### config.mk
export PLATFORM = sky130hd
export DESIGN_NAME = ndr_sequencer
export DESIGN_NICKNAME = d
export VERILOG_FILES = /design/src/design/ndr_pkg.sv /design/src/design/ndr_sequencer.sv
export SDC_FILE = /design/constraint.sdc
export NUM_CORES = 2
export LEC_CHECK = 0
export BUFFER_PORTS_ARGS = -buffer_cell sky130_fd_sc_hd__buf_2
export CORE_AREA = 2 2 361 363
export DETAILED_ROUTE_END_ITERATION = 8
export DIE_AREA = 0 0 363 365
export PLACE_DENSITY = 0.72
export SLEW_MARGIN = 20
export SYNTH_ARGS = -nofsm -noshare
export SYNTH_HDL_FRONTEND = slang
export SYNTH_SLANG_ARGS = --single-unit
### constraint.sdc
create_clock -name mclk -period 4.25 [get_ports mclk]
set_input_delay 0.2125 -clock mclk [delete_from_list [all_inputs] [get_ports mclk]]
set_output_delay 0.2125 -clock mclk [all_outputs]
set_load 0.03 [all_outputs]
### src/design/ndr_pkg.sv
// Shared constants and carrier types for the nonvolatile-memory DAC refresh sequencer
package ndr_pkg;
   // ----------------------------------------
   // Converter and channel map
   // ----------------------------------------
   localparam int DAC_BITS = 16;
   localparam int CHAN_BITS = 6;
   localparam int NUM_VOLT = 16;
   localparam int NUM_CURR = 16;
   localparam logic [CHAN_BITS-1:0] VO_LAST_CHAN = 6'h11;
   localparam logic [CHAN_BITS-1:0] VI_LAST_CHAN = 6'h23;
   localparam logic [CHAN_BITS-1:0] VO_CAL_VOFS = 6'h10;
   localparam logic [CHAN_BITS-1:0] VO_CAL_VGAIN = 6'h11;
   localparam logic [CHAN_BITS-1:0] VI_CAL_VOFS = 6'h20;
   localparam logic [CHAN_BITS-1:0] VI_CAL_IOFS = 6'h21;
   localparam logic [CHAN_BITS-1:0] VI_CAL_VGAIN = 6'h22;
   localparam logic [CHAN_BITS-1:0] VI_CAL_IGAIN = 6'h23;
   localparam int NUM_SLOTS = 36;
   // ----------------------------------------
   // Board window on the host bus
   // ----------------------------------------
   localparam logic [15:0] HOST_BASE = 16'h0000;
   localparam logic [15:0] HOST_MASK = 16'hffc0;
   // ----------------------------------------
   // Slot timing
   // ----------------------------------------
   localparam int SETTLE_NS = 2000;
   localparam int CLK_NS = 5;
   localparam int SETTLE_CYC = (SETTLE_NS + CLK_NS - 1) / CLK_NS;
   localparam int TRACK_NS = 1000;
   localparam int TRACK_CYC = (TRACK_NS + CLK_NS - 1) / CLK_NS;
   localparam int CORR_BITS = 8;
   // ----------------------------------------
   // Carriers
   // ----------------------------------------
   typedef struct packed
   {
      logic req;
      logic wr;
      logic [15:0] addr;
      logic [DAC_BITS-1:0] wdata;
   } ndr_host_s;
   typedef struct packed
   {
      logic ack;
      logic hit;
      logic [DAC_BITS-1:0] rdata;
   } ndr_resp_s;
   typedef struct packed
   {
      logic [DAC_BITS-1:0] code;
      logic load;
      logic [CHAN_BITS-1:0] sel;
      logic track;
   } ndr_dac_s;
endpackage

### src/design/ndr_sequencer.sv
// Refresh sequencer that drives a shared DAC from channel codes held in nonvolatile memory
`timescale 1ns/100ps
module ndr_sequencer
(
   // Clock and reset
   input wire logic mclk,
   input wire logic resetn,
   // Variant strap: high selects the current-capable build
   input wire logic has_current,
   // Calibration write guard
   input wire logic calibration_write_unlock,
   // Save request, one-cycle pulse
   input wire logic save_req,
   output logic save_busy,
   // Host access
   input wire ndr_pkg::ndr_host_s host,
   output ndr_pkg::ndr_resp_s resp,
   // Reference comparators on calibration outputs: high means output too high
   input wire logic cal_cmp_high,
   // Converter and demultiplexer side
   output ndr_pkg::ndr_dac_s dac,
   output logic [ndr_pkg::CORR_BITS-1:0] dac_offset_trim,
   output logic [ndr_pkg::CORR_BITS-1:0] dac_gain_trim
);
   import ndr_pkg::*;

   // ----------------------------------------
   // Storage
   // ----------------------------------------
   // Live codes and the nonvolatile image; neither is preset, so both start unknown until written
   logic [DAC_BITS-1:0] live_mem [NUM_SLOTS];
   logic [DAC_BITS-1:0] nv_mem [NUM_SLOTS];

   typedef enum logic [1:0]
   {
      ST_BOOT = 2'b00,
      ST_LOAD = 2'b01,
      ST_TRACK = 2'b10,
      ST_HOLD = 2'b11
   } ndr_state_e;

   ndr_state_e st_r, st_nxt;
   logic [CHAN_BITS-1:0] slot_r, slot_nxt;
   logic [15:0] cnt_r, cnt_nxt;
   logic [CHAN_BITS-1:0] save_idx_r, save_idx_nxt;
   logic save_busy_r, save_busy_nxt;
   logic [CORR_BITS-1:0] ofs_r, ofs_nxt, gain_r, gain_nxt;
   ndr_dac_s dac_r, dac_nxt;
   ndr_resp_s resp_r, resp_nxt;
   logic [CHAN_BITS-1:0] hidx;
   logic hit, cal_hit, wr_ok;

   // Last slot of the scan depends on the variant
   function automatic logic [CHAN_BITS-1:0] last_slot(input logic cur);
      last_slot = cur ? VI_LAST_CHAN : VO_LAST_CHAN;
   endfunction

   // Calibration channel test per variant
   function automatic logic is_cal(input logic cur, input logic [CHAN_BITS-1:0] ch);
      is_cal = cur ? (ch >= VI_CAL_VOFS && ch <= VI_CAL_IGAIN)
                   : (ch == VO_CAL_VOFS || ch == VO_CAL_VGAIN);
   endfunction

   // ----------------------------------------
   // Host decode
   // ----------------------------------------
   always_comb
   begin
      hidx = host.addr[CHAN_BITS-1:0];
      // Every request is acked; only the board window and mapped channels hit
      hit = host.req && ((host.addr & HOST_MASK) == HOST_BASE)
            && (hidx <= last_slot(has_current));
      cal_hit = is_cal(has_current, hidx);
      wr_ok = hit && host.wr && (!cal_hit || calibration_write_unlock);
      resp_nxt.ack = host.req;
      resp_nxt.hit = hit;
      resp_nxt.rdata = hit ? live_mem[hidx] : '0;
   end

   // ----------------------------------------
   // Scan sequencer and trims
   // ----------------------------------------
   always_comb
   begin
      st_nxt = st_r;
      slot_nxt = slot_r;
      cnt_nxt = cnt_r;
      ofs_nxt = ofs_r;
      gain_nxt = gain_r;
      dac_nxt = dac_r;
      dac_nxt.load = 1'b0;
      save_idx_nxt = save_idx_r;
      save_busy_nxt = save_busy_r;
      case (st_r)
         ST_BOOT:
         begin
            // Start scanning from the first channel after reset
            slot_nxt = '0;
            st_nxt = ST_LOAD;
         end
         ST_LOAD:
         begin
            // Present the stored code and steer the demux to it
            dac_nxt.code = live_mem[slot_r];
            dac_nxt.sel = slot_r;
            dac_nxt.load = 1'b1;
            dac_nxt.track = 1'b0;
            cnt_nxt = 16'(SETTLE_CYC);
            st_nxt = ST_TRACK;
         end
         ST_TRACK:
         begin
            // Wait for the converter to settle, then track for a fixed span
            if (cnt_r != '0)
               cnt_nxt = cnt_r - 16'h0001;
            else if (!dac_r.track)
            begin
               dac_nxt.track = 1'b1;
               cnt_nxt = 16'(TRACK_CYC);
            end
            else
            begin
               dac_nxt.track = 1'b0;
               st_nxt = ST_HOLD;
            end
         end
         ST_HOLD:
         begin
            // Calibration slots nudge the trims by the comparator result
            if (is_cal(has_current, slot_r))
            begin
               // Offset slots are named outright; the gain slot 34 is even, so parity cannot decide
               if (slot_r == VO_CAL_VOFS || slot_r == VI_CAL_VOFS || slot_r == VI_CAL_IOFS)
                  ofs_nxt = cal_cmp_high ? ofs_r + 8'h01 : ofs_r - 8'h01;
               else
                  gain_nxt = cal_cmp_high ? gain_r + 8'h01 : gain_r - 8'h01;
            end
            slot_nxt = (slot_r == last_slot(has_current)) ? '0 : slot_r + 6'h01;
            st_nxt = ST_LOAD;
         end
         default:
            st_nxt = ST_BOOT;
      endcase
      // Save walks all slots, one per cycle
      if (save_busy_r)
      begin
         if (save_idx_r == 6'(NUM_SLOTS - 1))
            save_busy_nxt = 1'b0;
         save_idx_nxt = save_idx_r + 6'h01;
      end
      else if (save_req)
      begin
         save_busy_nxt = 1'b1;
         save_idx_nxt = '0;
      end
   end

   always_ff @(posedge mclk)
   begin
      if (!resetn)
      begin
         st_r <= ST_BOOT;
         slot_r <= '0;
         cnt_r <= '0;
         ofs_r <= '0;
         gain_r <= '0;
         dac_r <= '0;
         resp_r <= '0;
         save_idx_r <= '0;
         save_busy_r <= 1'b0;
      end
      else
      begin
         st_r <= st_nxt;
         slot_r <= slot_nxt;
         cnt_r <= cnt_nxt;
         ofs_r <= ofs_nxt;
         gain_r <= gain_nxt;
         dac_r <= dac_nxt;
         resp_r <= resp_nxt;
         save_idx_r <= save_idx_nxt;
         save_busy_r <= save_busy_nxt;
      end
   end

   // ----------------------------------------
   // Memory arrays; nonvolatile image survives reset, live copy reloads from it
   // ----------------------------------------
   always_ff @(posedge mclk)
   begin
      for (int i = 0; i < NUM_SLOTS; i++)
      begin
         if (!resetn)
            live_mem[i] <= nv_mem[i];
         else if (wr_ok && hidx == 6'(i))
            live_mem[i] <= host.wdata;
      end
      if (save_busy_r)
         nv_mem[save_idx_r] <= live_mem[save_idx_r];
   end

   assign dac = dac_r;
   assign resp = resp_r;
   assign save_busy = save_busy_r;
   assign dac_offset_trim = ofs_r;
   assign dac_gain_trim = gain_r;
endmodule

==> results.sh <==
export IMPL_synth_top_area_share_pct=57.7
export IMPL_synthesis_area_um2=60000
export IMPL_required_ps=4700
export IMPL_worstPathArrival_ps=4080
export IMPL_grt_max_degree=68
export IMPL_synth_yosys_warnings=0
export IMPL_setup_tns_ps=0
export IMPL_drc=0
export IMPL_num_vias=38100
export IMPL_crit_fanout=24
export IMPL_dr_pass1_iters=8
export IMPL_die_w_um=363
export IMPL_port_buffers=98
export IMPL_seq_power_share_pct=48.3
export IMPL_synth_simple_gate_area_share_pct=3.71
export IMPL_avgSynthCellArea_um2=17.4
export IMPL_pwr_share_comb_pct=12.0
export IMPL_place_area_um2=63800
export IMPL_drtIter0Drc=7076
export IMPL_ant_nets=0
export IMPL_finalNetCount=3697
export IMPL_clock_skew_ps=38.8
export IMPL_placed_cells=5166
export IMPL_reg2regPathDepth=7
export IMPL_max_cap_viol_count=0
export IMPL_synth_edf_count=1152
export IMPL_hold_depth=5
export IMPL_final_common_cell="edfxtp_1"
export IMPL_fin_cells=5416
export IMPL_die_area_um2=132000
export IMPL_worstHoldPathType="primary input to flip-flop"
export IMPL_area_growth_pct=13.6
export IMPL_synth_fp_nets=3507
export IMPL_ys_top_cells_by_area="edfxtp_1 (58%), mux4_2 (16%), mux2_2 (9.4%)"
export IMPL_gp_congestion=1.06
export IMPL_p_per_area_nw_per_um2=428
export IMPL_final_setup_viol_count=0
export IMPL_internal_power_uw=21600
export IMPL_synthAdderAreaFrac_pct=0.588
export IMPL_drt_total_wl_mm=207
export IMPL_dp_hpwl_mm=136
export IMPL_start_kind="flip-flop"
export IMPL_drv_slew=0
export IMPL_grt_pass1_vias=35900
export IMPL_max_vdd_ir_drop_mv=0.323
export IMPL_row_count=132
export IMPL_numCtsBuffers=134
export IMPL_worst_pin_slew_ps=1130
export IMPL_power_uw=29200
export IMPL_period_share_pct=85.4
export IMPL_synth_top_family_by_area="multiplexers"
export IMPL_synth_compound_area_share_pct=4.51
export IMPL_grt_usage_pct=31.3
export IMPL_cts_repair_resized=0
export IMPL_max_freq_ghz=0.276
export IMPL_yosysSeqAreaShare_pct=60.8
export IMPL_clkPwrFrac_pct=39.6
export IMPL_synth_seq_cells=1247
export IMPL_start_util_pct=46.6
export IMPL_detail_route_wl_per_cell_um=38.2
export IMPL_swShare_pct=26.1
export IMPL_p_switching_uw=7620
export IMPL_synth_cell_types=78
export IMPL_coreArea_um2=129000
export IMPL_async_flop_share_pct=0
export IMPL_cp_end_kind="flip-flop"
export IMPL_grt_setup_unrepaired="no"
export IMPL_htreeDepth=4
export IMPL_leakagePower_uw=0.0221
export IMPL_final_cell_mix="edfxtp_1 (1152), mux2_2 (503), mux4_2 (432)"
export IMPL_grt_overflow_total=0
export IMPL_yosys_area_top_type="edfxtp_1"
export IMPL_clk_pin_slew_ps=60
export IMPL_fin_area_um2=68200
export IMPL_clk_path_buf_depth=3
export IMPL_final_hold_viol_count=0
export IMPL_critPathKind="flip-flop to flip-flop"
export IMPL_grt_pass1_wl_mm=287
export IMPL_ios=99
export IMPL_clock_sinks=1247
export IMPL_postLayoutCoreUtil_pct=53.0
export IMPL_antenna_found_initial=16
export IMPL_routed_via_density=7.03
export IMPL_synthCells=3440
export IMPL_max_slew_margin_rel_pct=24.5
export IMPL_period_minus_slack_ps=3630
export IMPL_die_h_um=365
export IMPL_drive_gt1_share_pct=43.9
export IMPL_synth_top_flop_cell="edfxtp_1"
export IMPL_status="finished clean"
export IMPL_synth_xor_area_share_pct=0.263
export IMPL_cts_tree="built"
export IMPL_synth_mux_area_share_pct=27.9
export IMPL_root_buffer="clkbuf_16"
export IMPL_clock_latency_ps=790
==> flip-flops by register name, summed over array words and instances (netlist names), named ones only <==
name / cells
dac: 24
nv_mem: 576
cnt_r: 16
resp: 18
save_busy: 1
dac_gain_trim: 8
st_r: 2
save_idx_r: 6
slot_r: 6
live_mem: 576
dac_offset_trim: 8
==> final timing paths <==
path / startpoint / endpoint / slack (ps)
setup / recovery: flip-flop / nv_mem[8][11] / 620
hold / removal: host[20] / resp[9] / 120
setup reg to reg: flip-flop / nv_mem[8][11] / 620
hold reg to reg: dac_gain_trim[7] / dac_gain_trim[7] / 470
==> what timing repair did <==
action | CTS | global route
buffers inserted | 0 | 0
endpoints found under the hold margin | 14 | 0
hold buffers | 3 | 0
==> stage by stage <==
stage | hold WS (ps) | setup WS (ps)
after floorplan | 334 | 626
after global placement | 429 | 793
after detailed placement | 445 | 800
after CTS | 23.1 | 779
after global routing | 162 | 613
final | 120 | 621
==> final cells by class <==
cell class,instances,area (µm²)
Tap cell,1675,2100
Clock buffer,170,3600
Sequential cell,1247,36500
Multi-Input combinational cell,1893,22600
Timing Repair Buffer,332,2600
Clock inverter,75,673
Inverter,22,82.6
Fill cell,10000,60500
Antenna cell,2,5.00
==> kinds of logic after synthesis <==
kind of cell | count (synthesis)
buf+inv | 300
compound gates | 392
xor+xnor | 18
flops | 1247
simple gates | 408
fa+ha+maj | 27
mux | 1048
==> cell usage after synthesis, types with 6 or more instances <==
cell type and n:
edfxtp_1 1152, mux2_2 503, mux4_2 432, clkbuf_1 175, a22oi_1 155, nor2_1 101
dfxtp_1 95, nand2_1 89, o21ai_0 75, a21oi_1 70, buf_2 68, nand3_1 48
mux2_1 43, mux2i_1 39, mux2_4 30, ha_1 25, nand2b_1 24, inv_1 21
buf_1 19, nand4_1 19, nor2b_1 17, o221a_2 16, nor3_1 14, nor3_2 12
xor2_1 10, a221oi_1 9, a22o_1 9, a31oi_1 9, buf_4 9, nand3b_1 9
a21o_1 8, o2111ai_1 8, xnor2_1 8, nor2_2 7, nand3_2 6, nor3b_1 6
or3_1 6, or4_1 6
==> routing by layer <==
| metal | track usage (%) | vias to the layer above | part of all wire [%] |
|---|---|---|---|
| met4 | 13.5 | 14 | 5.2 |
| met3 | 12.9 | 536 | 17 |
| met5 | 0.654 | - | 0.088 |
| li1 | - | 14600 | - |
| met2 | 45.6 | 3331 | 43 |
| met1 | 41.3 | 19600 | 35 |
==> power by group through the flow <==
stage | clock [µW] | sequential (µW) | combinational, µW
floorplan | 0 | 14300 | 1990
global placement | 0 | 14300 | 3360
detailed placement | 0 | 14300 | 3410
CTS | 11600 | 14100 | 3420
global route | 12100 | 14100 | 3640
finish | 11600 | 14100 | 3520
==> critical path: stages, from the launching register on <==
cell	delay, ps
dfxtp_4	660
buf_4	340
mux4_2	580
a22oi_1	420
a21oi_1	290
a21oi_1	330
o21ai_4	250
buf_4	360
No activity file was read; power rests on OpenSTA's default activity.
